### src/hdl/asl_map.vh
// Opcode encodings and field positions for the add-skip and logic decoder
`ifndef ASL_MAP_VH
`define ASL_MAP_VH
`define ASL_OP_ADS_IM_HI 4'ha
`define ASL_OP_ADS_EA_IMM 8'hc9
`define ASL_OP_ADS_A_HL 8'h3f
`define ASL_OP_PAIR 8'hdc
`define ASL_OP_AND_IM 8'hdd
`define ASL_OP_AND_A_HL 8'h39
`define ASL_OP_ADC_A_HL 8'h3e
`define ASL_OP_BAND 8'hf5
`define ASL_B2_ADS_EA_RR 5'h13
`define ASL_B2_ADS_RR_EA 5'h12
`define ASL_B2_AND_EA_RR 5'h03
`define ASL_B2_AND_RR_EA 5'h02
`define ASL_B2_AND_IM_HI 4'h1
`define ASL_B2_BAND_L 4'h4
`define ASL_B2_BAND_H 2'h0
`define ASL_B2_BAND_FB 2'h2
`define ASL_B2_BAND_FF 2'h3
`define ASL_PAGE_FB 4'hb
`define ASL_PAGE_FF 4'hf
`define ASL_ADDR_HI_F 4'hf
`define ASL_MEMB_HI 2'h3
`endif

### src/hdl/asl_decoder.v
// Decode and execute of add-and-skip, logical AND and bit-AND-into-carry
// Overview of operation
// - 1010+imm byte adds immediate to nibble accumulator, 1 cycle plus skip.
// - 0xc9 then byte adds immediate to extended accumulator, 2 cycles plus skip.
// - 0x3f adds memory nibble at pointer pair to nibble accumulator.
// - 0xdc, 10011 rr 0 adds register pair into extended accumulator.
// - 0xdc, 10010 rr 0 adds extended accumulator into register pair.
// - Add-and-skip stores sum, keeps source, skips on carry out, carry untouched.
// - Indirect add-with-carry overflow skips a following nibble immediate add.
// - That following nibble immediate add never raises its own skip.
// - AND writes bitwise AND into destination, source unchanged.
// - 0xdd, 0001 imm ANDs immediate into nibble accumulator, 2 cycles.
// - 0x39 ANDs memory nibble at pointer pair into nibble accumulator.
// - 0xdc, 00011 rr 0 ANDs register pair into extended accumulator.
// - 0xdc, 00010 rr 0 ANDs extended accumulator into register pair.
// - Bit-AND clears carry when source bit is zero, never alters source.
// - Bit-AND is 0xf5 plus 0100 a5..a2 or 00/10/11 bb a3..a0, 2 cycles.
// - L-indexed form forms address from a5..a2 with L3..2, bit L1..0.
// - Page form uses H (00), 0xb (10) or 0xf (11) as high nibble, a3..a0 low, bit from bb.
`timescale 1ns/1ps
`include "asl_map.vh"
module asl_decoder (
  input wire ref_clk,
  input wire reset,
  input wire ins_valid,
  input wire [7:0] ins_byte,
  output wire ins_ready,
  input wire [3:0] reg_h,
  input wire [3:0] reg_l,
  input wire [7:0] hl_addr,
  output reg [7:0] mem_addr,
  input wire [3:0] mem_rdata,
  input wire carry_in,
  output reg carry_out,
  output reg carry_we,
  output reg [7:0] ext_acc,
  output reg skip,
  output reg busy,
  output reg unknown_op
);
  localparam S_OP = 4'b0001;
  localparam S_B2 = 4'b0010;
  localparam S_EX = 4'b0100;
  localparam S_SKIP = 4'b1000;
  reg [3:0] state_r;
  reg [7:0] op_r;
  reg [7:0] b2_r;
  reg adc_carry_r;
  reg adc_pend_r;
  reg skip_pend_r;
  reg skip_len2_r;
  wire [7:0] pair_rd;
  reg pair_we;
  reg [7:0] pair_wd;
  wire [1:0] pair_sel = b2_r[2:1];
  wire [3:0] acc_nib = ext_acc[3:0];
  wire [4:0] sum_nib_im = {1'b0, acc_nib} + {1'b0, op_r[3:0]};
  wire [4:0] sum_nib_mem = {1'b0, acc_nib} + {1'b0, mem_rdata};
  wire [4:0] sum_adc = {1'b0, acc_nib} + {1'b0, mem_rdata} + {4'h0, carry_in};
  wire [8:0] sum_imm = {1'b0, ext_acc} + {1'b0, b2_r};
  wire [8:0] sum_pair = {1'b0, ext_acc} + {1'b0, pair_rd};
  wire is_band_l = b2_r[7:4] == `ASL_B2_BAND_L;
  wire [1:0] band_bit = is_band_l ? reg_l[1:0] : b2_r[5:4];
  // Read data are registered, so the select must come from the byte being taken
  wire [1:0] rd_pick = (state_r == S_B2) ? ins_byte[2:1] : b2_r[2:1];
  wire op_len2 = (ins_byte == `ASL_OP_ADS_EA_IMM) || (ins_byte == `ASL_OP_PAIR) ||
    (ins_byte == `ASL_OP_AND_IM) || (ins_byte == `ASL_OP_BAND);
  // Only a nibble immediate add is swallowed by an overflowing add-with-carry
  wire adc_swallow = adc_pend_r && adc_carry_r && (ins_byte[7:4] == `ASL_OP_ADS_IM_HI);
  assign ins_ready = (state_r == S_OP) || (state_r == S_B2) || (state_r == S_SKIP);

  asl_regfile #(.NPAIR(4), .AW(2)) u_pairs (
    .ref_clk(ref_clk),
    .reset(reset),
    .rd_sel(rd_pick),
    .rd_data(pair_rd),
    .wr_en(pair_we),
    .wr_sel(pair_sel),
    .wr_data(pair_wd)
  );

  // Memory address follows the operand form; the data come back combinationally
  always @* begin
    mem_addr = hl_addr;
    if (op_r == `ASL_OP_BAND) begin
      if (is_band_l)
        mem_addr = {`ASL_MEMB_HI, b2_r[3:0], reg_l[3:2]};
      else if (b2_r[7:6] == `ASL_B2_BAND_H)
        mem_addr = {reg_h, b2_r[3:0]};
      else if (b2_r[7:6] == `ASL_B2_BAND_FB)
        mem_addr = {`ASL_PAGE_FB, b2_r[3:0]};
      else
        mem_addr = {`ASL_PAGE_FF, b2_r[3:0]};
    end
  end

  always @(posedge ref_clk) begin
    if (reset) begin
      state_r <= S_OP;
      op_r <= 8'h00;
      b2_r <= 8'h00;
      ext_acc <= 8'h00;
      skip <= 1'b0;
      busy <= 1'b0;
      unknown_op <= 1'b0;
      carry_out <= 1'b0;
      carry_we <= 1'b0;
      adc_carry_r <= 1'b0;
      adc_pend_r <= 1'b0;
      skip_pend_r <= 1'b0;
      skip_len2_r <= 1'b0;
      pair_we <= 1'b0;
      pair_wd <= 8'h00;
    end else begin
      skip <= 1'b0;
      carry_we <= 1'b0;
      pair_we <= 1'b0;
      unknown_op <= 1'b0;
      case (state_r)
        S_OP: begin
          busy <= 1'b0;
          if (ins_valid) begin
            op_r <= ins_byte;
            adc_pend_r <= 1'b0;
            if (skip_pend_r || adc_swallow) begin
              // Fetch and discard; two-byte opcodes also consume their second byte
              skip_pend_r <= 1'b0;
              skip_len2_r <= op_len2;
              state_r <= op_len2 ? S_SKIP : S_OP;
              busy <= op_len2;
              skip <= adc_swallow;
            end else if (ins_byte[7:4] == `ASL_OP_ADS_IM_HI) begin
              ext_acc[3:0] <= acc_nib + ins_byte[3:0];
              if (!adc_pend_r && ({1'b0, acc_nib} + {1'b0, ins_byte[3:0]} > 5'h0f)) begin
                skip <= 1'b1;
                skip_pend_r <= 1'b1;
              end
            end else if (ins_byte == `ASL_OP_ADS_A_HL || ins_byte == `ASL_OP_AND_A_HL ||
                         ins_byte == `ASL_OP_ADC_A_HL) begin
              state_r <= S_EX;
              busy <= 1'b1;
            end else if (ins_byte == `ASL_OP_ADS_EA_IMM || ins_byte == `ASL_OP_PAIR ||
                         ins_byte == `ASL_OP_AND_IM || ins_byte == `ASL_OP_BAND) begin
              state_r <= S_B2;
              busy <= 1'b1;
            end else begin
              unknown_op <= 1'b1;
            end
          end
        end
        S_B2: begin
          if (ins_valid) begin
            b2_r <= ins_byte;
            state_r <= S_EX;
          end
        end
        S_EX: begin
          state_r <= S_OP;
          busy <= 1'b0;
          case (op_r)
            `ASL_OP_ADS_A_HL: begin
              ext_acc[3:0] <= sum_nib_mem[3:0];
              skip <= sum_nib_mem[4];
              skip_pend_r <= sum_nib_mem[4];
            end
            `ASL_OP_AND_A_HL: ext_acc[3:0] <= acc_nib & mem_rdata;
            `ASL_OP_ADC_A_HL: begin
              ext_acc[3:0] <= sum_adc[3:0];
              carry_out <= sum_adc[4];
              carry_we <= 1'b1;
              // Overflow is held for the next byte; any other instruction runs normally
              adc_carry_r <= sum_adc[4];
              adc_pend_r <= 1'b1;
            end
            `ASL_OP_ADS_EA_IMM: begin
              ext_acc <= sum_imm[7:0];
              skip <= sum_imm[8];
              skip_pend_r <= sum_imm[8];
            end
            `ASL_OP_AND_IM: begin
              if (b2_r[7:4] == `ASL_B2_AND_IM_HI)
                ext_acc[3:0] <= acc_nib & b2_r[3:0];
              else
                unknown_op <= 1'b1;
            end
            `ASL_OP_PAIR: begin
              if (b2_r[0] != 1'b0) begin
                unknown_op <= 1'b1;
              end else if (b2_r[7:3] == `ASL_B2_ADS_EA_RR) begin
                ext_acc <= sum_pair[7:0];
                skip <= sum_pair[8];
                skip_pend_r <= sum_pair[8];
              end else if (b2_r[7:3] == `ASL_B2_ADS_RR_EA) begin
                pair_wd <= sum_pair[7:0];
                pair_we <= 1'b1;
                skip <= sum_pair[8];
                skip_pend_r <= sum_pair[8];
              end else if (b2_r[7:3] == `ASL_B2_AND_EA_RR) begin
                ext_acc <= ext_acc & pair_rd;
              end else if (b2_r[7:3] == `ASL_B2_AND_RR_EA) begin
                pair_wd <= ext_acc & pair_rd;
                pair_we <= 1'b1;
              end else begin
                unknown_op <= 1'b1;
              end
            end
            `ASL_OP_BAND: begin
              // Carry only ever cleared here; the source bit is just read
              if (b2_r[7:4] == `ASL_B2_BAND_L || b2_r[7:6] != 2'b01) begin
                carry_out <= carry_in & mem_rdata[band_bit];
                carry_we <= 1'b1;
              end else begin
                unknown_op <= 1'b1;
              end
            end
            default: unknown_op <= 1'b1;
          endcase
        end
        S_SKIP: begin
          // Second byte of a discarded two-byte instruction
          if (!skip_len2_r) begin
            state_r <= S_OP;
            busy <= 1'b0;
          end else if (ins_valid) begin
            skip_len2_r <= 1'b0;
            state_r <= S_OP;
            busy <= 1'b0;
          end
        end
        default: state_r <= S_OP;
      endcase
    end
  end
endmodule // asl_decoder

### src/hdl/asl_regfile.v
// Register pair storage for the decoder: four 8-bit pairs
`timescale 1ns/1ps
module asl_regfile #(
  parameter NPAIR = 4,
  parameter AW = 2
) (
  input wire ref_clk,
  input wire reset,
  input wire [AW-1:0] rd_sel,
  output reg [7:0] rd_data,
  input wire wr_en,
  input wire [AW-1:0] wr_sel,
  input wire [7:0] wr_data
);
  reg [7:0] mem [0:NPAIR-1];
  integer i;
  always @(posedge ref_clk) begin
    if (reset) begin
      for (i = 0; i < NPAIR; i = i + 1) begin
        mem[i] <= 8'h00;
      end
    end else if (wr_en) begin
      mem[wr_sel] <= wr_data;
    end
  end
  // Registered read: data for a select appears one cycle later
  always @(posedge ref_clk) begin
    if (reset) begin
      rd_data <= 8'h00;
    end else begin
      rd_data <= (wr_en && wr_sel == rd_sel) ? wr_data : mem[rd_sel];
    end
  end
endmodule // asl_regfile

### config.mk
export PLATFORM = sky130hd
export DESIGN_NAME = asl_decoder
export DESIGN_NICKNAME = d
export VERILOG_FILES = /design/src/hdl/asl_decoder.v /design/src/hdl/asl_regfile.v
export VERILOG_INCLUDE_DIRS = /design/src /design/src/hdl
export SDC_FILE = /design/constraint.sdc
export NUM_CORES = 1
export LEC_CHECK = 0
export BUFFER_PORTS_ARGS = -buffer_cell sky130_fd_sc_hd__buf_2
export CAP_MARGIN = 20
export CORE_MARGIN = 5
export CORE_UTILIZATION = 35
export CTS_CLUSTER_SIZE = 28
export DETAILED_ROUTE_END_ITERATION = 6
export MAX_ROUTING_LAYER = met4
export PLACE_DENSITY = 0.54
export SYNTH_ARGS = -nofsm -noshare
export SYNTH_HDL_FRONTEND = slang
export SYNTH_SLANG_ARGS = --single-unit
### constraint.sdc
create_clock -name ref_clk -period 3.1 [get_ports ref_clk]
set_input_delay 0.155 -clock ref_clk [delete_from_list [all_inputs] [get_ports ref_clk]]
set_output_delay 0.155 -clock ref_clk [all_outputs]
set_load 0.01 [all_outputs]
[After elaboration in Yosys (flattened, before gate mapping)]
Memory sizes are Yosys's and may differ from the RTL's. A register that Yosys moved wholly into a read port is not among the register bits.
Cells that the tools add are included.
Word-level totals
  output and inout bits: 22
  bits in registers: 46
  memories kept: 1
  RAM bits: 32
  word-level logic and storage cells: 213
Memories
  u_pairs.mem: depth 4, width 8, rd ports 1, clocked after Yosys merged registers in 1, write ports 4, line asl_regfile.v:15  | reg [7:0] mem [0:NPAIR-1];
Cells by class
  multiplexer cells: 94
  magnitude comparators: 2
  add/sub/neg operators: 6
  equal/unequal tests: 50
  bitwise operators: 8
  reduce and logical (&&, ||, !) cells: 36
Operator list (count)
  $mux W8: 11
  $eq A8 B8 Y1 const B: 8
  $mux W4: 13
  $mux W1: 50
  $eq A8 B6 Y1 const B: 6
  $pmux W4 S6: 1
  $add A8 B8 Y9: 2
  $pmux W4 S2: 2
  $ne A3 B3 Y1 const B: 5
  $pmux W1 S2: 7
  $ne A2 B2 Y1 const B: 6
  $ne A4 B4 Y1 const B: 3
  $pmux W4 S3: 1
  $add A4 B4 Y5: 2
  $eq A5 B2 Y1 const B: 2
  $eq A5 B5 Y1 const B: 2
  $reduce_and A5 Y1: 2
  $reduce_bool A2 Y1: 5
  $logic_or A1 B1 Y1: 9
  $pmux W1 S3: 3
  $reduce_and A3 Y1: 3
  $reduce_and A9 Y1: 1
  $and A4 B4 Y4: 2
  $and A8 B8 Y8: 1
  32 further kinds: 49

[Depth between registers and ports, before layout]
  depth after elaboration: 10
  mapped depth: 9
  depth with buffers taken out: 9

[Hierarchy]
A second synthesis with hierarchy kept.
Second synthesis, totals
  cell total of the unflattened synthesis: 607
  area, all modules: 5551.6 sq um
Modules (own cells, without submodules)
  asl_decoder: cells an instance 503, instances 1, area each 3851.2 sq um
  asl_regfile: cells an instance 104, instances 1, area each 1700.4 sq um

[Least setup slack after synthesis]
Ideal clock, no wire load.
  path type: register to register
  from: register state_r[2]
  to: register u_pairs.rd_data[0], read port of u_pairs.mem
  stages on the path, launching flop included: 9
  setup slack: 733 ps
  clock period less this slack: 2367 ps
  arrival time: 2301 ps
  cells stage by stage: dfxtp_1 -> nor4b_4 -> mux2i_4 -> a21oi_1 -> o221a_2 -> buf_6 -> or2_1 -> buf_6 -> a21oi_2
On the way
  word-level cells in the longest chain between the ends: 2
Ends and longest elaborated chain
  start: declaration: line asl_decoder.v:45  | reg [3:0] state_r;
  start signal: assignment: line asl_decoder.v:129  | state_r <= op_len2 ? S_SKIP : S_OP;
  $eq A4 B2 Y1: line asl_decoder.v:65  | wire [1:0] rd_pick = (state_r == S_B2) ? ins_byte[2:1] : b2_r[2:1];
  $mux W2: line asl_decoder.v:65
  end: declaration: line asl_regfile.v:10  | output reg [7:0] rd_data,
No other way between the ends.
A chain may end at the register's enable or synchronous reset.

[Worst setup path in the final report]
  from: register ext_acc[1]
  to: register skip
On the way
  word-level cells in the longest chain between the ends: 8
  elaborated cells on any way between the ends: 15
  classes of those cells: 4 x add/sub; 1 x order compare; 9 x mux; 1 x reduce/logical
Ends and longest elaborated chain
  start: declaration: line asl_decoder.v:36  | output reg [7:0] ext_acc,
  start signal: assignment: line asl_decoder.v:133  | ext_acc[3:0] <= acc_nib + ins_byte[3:0];
  start signal: assignment: line asl_decoder.v:162  | ext_acc[3:0] <= sum_nib_mem[3:0];
  start signal: assignment: line asl_decoder.v:166  | `ASL_OP_AND_A_HL: ext_acc[3:0] <= acc_nib & mem_rdata;
  $add A4 B4 Y5: line asl_decoder.v:134  | if (!adc_pend_r && ({1'b0, acc_nib} + {1'b0, ins_byte[3:0]} > 5'h0f)) begin
  $gt A5 B4 Y1: line asl_decoder.v:134
  $logic_and A1 B1 Y1: line asl_decoder.v:134
  $mux W1: line asl_decoder.v:134
  $mux W1: line asl_decoder.v:132  | end else if (ins_byte[7:4] == `ASL_OP_ADS_IM_HI) begin
  $mux W1: line asl_decoder.v:125  | if (skip_pend_r || adc_swallow) begin
  $mux W1: line asl_decoder.v:122  | if (ins_valid) begin
  $pmux W1 S2 (*): line asl_decoder.v:119  | case (state_r)
  end signal: assignment: line asl_decoder.v:131  | skip <= adc_swallow;
  end signal: assignment: line asl_decoder.v:163  | skip <= sum_nib_mem[4];
  end signal: assignment: line asl_decoder.v:177  | skip <= sum_imm[8];
  end: declaration: line asl_decoder.v:37  | output reg skip,
Every way passes the cells marked *; elsewhere a longest branch is shown, timed or not.

==> metrics.log <==
[metrics] status: complete, no violations
[metrics] number of buffers added by the clock tree synthesis step: 9
[metrics] routed vias: 5063
[metrics] setup clock skew after layout: ~0.0076 ns
[metrics] FILL cells: 1590
[metrics] HPWL after DPL: 13000 microns
[metrics] type of the most critical hold path: primary input to flip-flop
[metrics] detailed-route wire length: 17100 microns
[metrics] TritonCTS clock tree: built
[metrics] final worst-path cycle share: 0.856
[metrics] Max Buffers Root-to-Sink: 2
[metrics] worst-case vdd ir drop: 0.240 mV
[metrics] total design power: 2800 uW
[metrics] number of clock sinks: 86
[metrics] worst setup path class: flip-flop to flip-flop
[metrics] count of state elements after synthesis: 86
[metrics] net total in the final layout: 765
[metrics] via count of the first global-routing pass: 4935
[metrics] upper clock frequency limit: between 300 and 400 MHz
[metrics] final-report max-slew violation count: 0
[metrics] reported max-cap violation count: 0
[metrics] minimum period implied by the final worst setup slack: 2.65 ns
[metrics] setup fix buffers added after clock tree synthesis: 0
[metrics] transition time at the pin with the least slew margin: around 0.67 ns
[metrics] root buf cell: sky130_fd_sc_hd__clkbuf_16
[metrics] DR pass1 iterations: 4
[metrics] Core Footprint: roughly 16000 sq um
[metrics] die area: around 19000 sq um
[metrics] synthesized area per cell: 8.76 sq um
[metrics] layout cells sized above 1: 0.181
[metrics] average wire per standard cell: about 19 microns
[metrics] area of the mapped netlist: 5640 sq um
[metrics] Req. time, crit path: 3.37 ns
[metrics] setup repair after global routing missed its margin: false
[metrics] number of antenna cells inserted: 0
[metrics] YS warnings: 0
[metrics] peak fanout along the critical path: 9
[metrics] leakage power total: 0.00274 uW
[metrics] area of placed instances: approximately 6200 sq um
[metrics] Die X: 137 microns
[metrics] final RePlAce weighted congestion: 0.955
[metrics] combined global-route utilization of all metal layers: 0.192
[metrics] # IOs: 54
[metrics] Setup-failing EPs final: 0
[metrics] number of antenna violations at the first check in global routing: 0
[metrics] endpoint kind of the worst setup timing path: flip-flop
[metrics] post-synthesis cell type count: 75
[metrics] number of routed nets with antenna violations: 0
[metrics] wire length of the first global-routing pass: 27100 microns
[metrics] post-synthesis cell count: 644
[metrics] remaining global-route overflow: 0
[metrics] Clk Latency, worst-skew pair: 0.35 ns
[metrics] total area of multi-input combinational cells: 3400 sq um
[metrics] layout-stage area growth over the synthesis result: 15.9%
[metrics] number of endpoints with negative hold slack in the final report: 0
[metrics] share of synthesized registers carrying an async set or reset: 0
[metrics] port bufs: 53
[metrics] predominant post-synthesis flop cell: sky130_fd_sc_hd__dfxtp_1
[metrics] finished layout cell area: 6540 sq um
[metrics] Post-Layout Cell Count: 924
[metrics] number of hold-repair buffers added at the cts stage: 0
[metrics] maximum number of pins on one net before global-route repair: 59
[metrics] total instance count after detailed placement: around 900
[metrics] Setup TNS: 0 ns
[metrics] data arrival at the endpoint of the critical path: roughly 3 ns
[metrics] clk slew on worst S/H paths: approximately 0.07 ns
[metrics] area taken by flip-flops and latches: 2040 sq um
[metrics] post-synth net total: 706
[metrics] headroom to the max-slew limit: 0.549
[metrics] Cell Rows: 46
[metrics] initial core utilization: 0.356
[metrics] power per standard cell area: 428 nW/um^2
[metrics] share of synthesized area occupied by flip-flops and latches: 0.362
[metrics] post-route DRC violation count: 0
[metrics] die outline height: 137 microns
[metrics] Avg Vias per Cell: 5.48
[metrics] violation count after the first detailed-route iteration: 348
[metrics] H-tree Lvls: 3
[metrics] kind of launch point of the worst setup path: flip-flop
[metrics] post-CTS sizing: 0
[metrics] count of flip-flops with a built-in enable after synthesis: 32
[synthesized netlist by cell type, drive strengths merged, types with 5 or more instances]
| cell | count | area (sq um) |
|---|---|---|
| nand2 | 72 | 270 |
| a21oi | 64 | 350 |
| nor2 | 62 | 233 |
| dfxtp | 54 | 1080 |
| edfxtp | 32 | 961 |
| and2 | 30 | 188 |
| mux2i | 30 | 317 |
| ha | 26 | 325 |
| o21ai | 24 | 120 |
| clkbuf | 23 | 86.3 |
| inv | 22 | 82.6 |
| nand3 | 18 | 90.1 |
| nor3 | 16 | 90.1 |
| nor2b | 10 | 62.6 |
| a211oi | 9 | 67.6 |
| and3 | 9 | 56.3 |
| nor3b | 8 | 65.1 |
| xnor2 | 8 | 70.1 |
| or2 | 7 | 43.8 |
| a21o | 6 | 45.0 |
| a31oi | 6 | 37.5 |
| buf | 6 | 41.3 |
| mux2 | 5 | 56.3 |
| nand4b | 5 | 43.8 |
| nor4b | 5 | 58.8 |
| or3 | 5 | 31.3 |
| xor2 | 5 | 43.8 |
[worst paths after layout]
| kind | start | endpoint | slack (ns) | cells after the start |
|---|---|---|---|---|
| min | ins_byte[7] | op_r[7] | 0.11 | 3 |
| min reg2reg | busy | busy | 0.49 | 2 |
| max reg2reg | ext_acc[1] | skip | 0.45 | 8 |
| max | ext_acc[1] | skip | 0.45 | 8 |
[worst max-delay path, cell delays in order, from the launching register on]
cell and delay (ns):
sky130_fd_sc_hd__dfxtp_1 0.58, sky130_fd_sc_hd__inv_1 0.18, sky130_fd_sc_hd__fa_1 0.49, sky130_fd_sc_hd__nor2b_1 0.18, sky130_fd_sc_hd__o31a_1 0.20, sky130_fd_sc_hd__nor2_1 0.07
sky130_fd_sc_hd__nor3_1 0.42, sky130_fd_sc_hd__o311ai_0 0.24, sky130_fd_sc_hd__a21oi_1 0.20
[kinds of logic after synthesis]
family	count (synthesis)	synth area share
muxes	36	0.0701
adders and majority gates	30	0.0719
buffers and inverters	51	0.0373
DFF	86	0.362
and+or+nand+nor	266	0.247
AOI/OAI and AO/OA	162	0.192
xor gates and xnor gates	13	0.0202
[where the power goes]
group,switching [uW],internal [uW]
clock network,544,573
registers,51.2,1210
logic,248,172
[routing by layer]
layer / GRT usage / vias up / routed length (microns)
met5: - / - / 0
met4: 0.0726 / 0 / 524
met3: 0.0393 / 40 / 827
met2: 0.292 / 154 / 7680
met1: 0.253 / 2391 / 8070
li1: - / 2478 / -
[sequential cells by signal (all words and copies together), names as in the netlist]
signal and flops:
carry_out 1, busy 1, adc_carry_r 1, u_pairs.mem 32, pair_we 1, u_pairs.rd_data 8
b2_r 8, skip_pend_r 1, carry_we 1, unknown_op 1, skip_len2_r 1, skip 1
op_r 8, ext_acc 8, pair_wd 8, state_r 4, adc_pend_r 1
[area by class of cell]
cell class              count  area share
multi-input cells         507       0.520
flip-flops and latches     86       0.312
repair buffers             77      0.0681
well taps                 216      0.0413
clock buffers               9      0.0344
inverters                  22      0.0126
clock inverters             7      0.0109
[layout by cell type, fill, tap and decap left out, types with 7 or more instances in the layout]
| cell | n |
|---|---|
| sky130_fd_sc_hd__a211oi_1 | 9 |
| sky130_fd_sc_hd__nor3_1 | 14 |
| sky130_fd_sc_hd__mux2i_1 | 28 |
| sky130_fd_sc_hd__a21oi_2 | 8 |
| sky130_fd_sc_hd__buf_2 | 53 |
| sky130_fd_sc_hd__and3_1 | 9 |
| sky130_fd_sc_hd__o21ai_0 | 23 |
| sky130_fd_sc_hd__nor3b_1 | 7 |
| sky130_fd_sc_hd__nand2_1 | 72 |
| sky130_fd_sc_hd__xnor2_1 | 8 |
| sky130_fd_sc_hd__edfxtp_1 | 32 |
| sky130_fd_sc_hd__nand3_1 | 18 |
| sky130_fd_sc_hd__inv_1 | 22 |
| sky130_fd_sc_hd__nor2_1 | 62 |
| sky130_fd_sc_hd__buf_4 | 24 |
| sky130_fd_sc_hd__and2_1 | 30 |
| sky130_fd_sc_hd__clkbuf_16 | 9 |
| sky130_fd_sc_hd__a21oi_1 | 56 |
| sky130_fd_sc_hd__dfxtp_1 | 54 |
| sky130_fd_sc_hd__nor2b_1 | 10 |
| sky130_fd_sc_hd__ha_1 | 26 |
[per-stage QoR]
step	worst slack (ns)	utilization	hold slack [ns]
after floorplan	0.733	-	0.291
after global placement	0.420	0.394	0.463
after detailed placement	0.414	0.394	0.467
after CTS	0.387	0.413	0.0865
after global routing	0.164	0.413	0.0910
final	0.447	0.413	0.106
No activity file was read; power rests on OpenSTA's default activity.
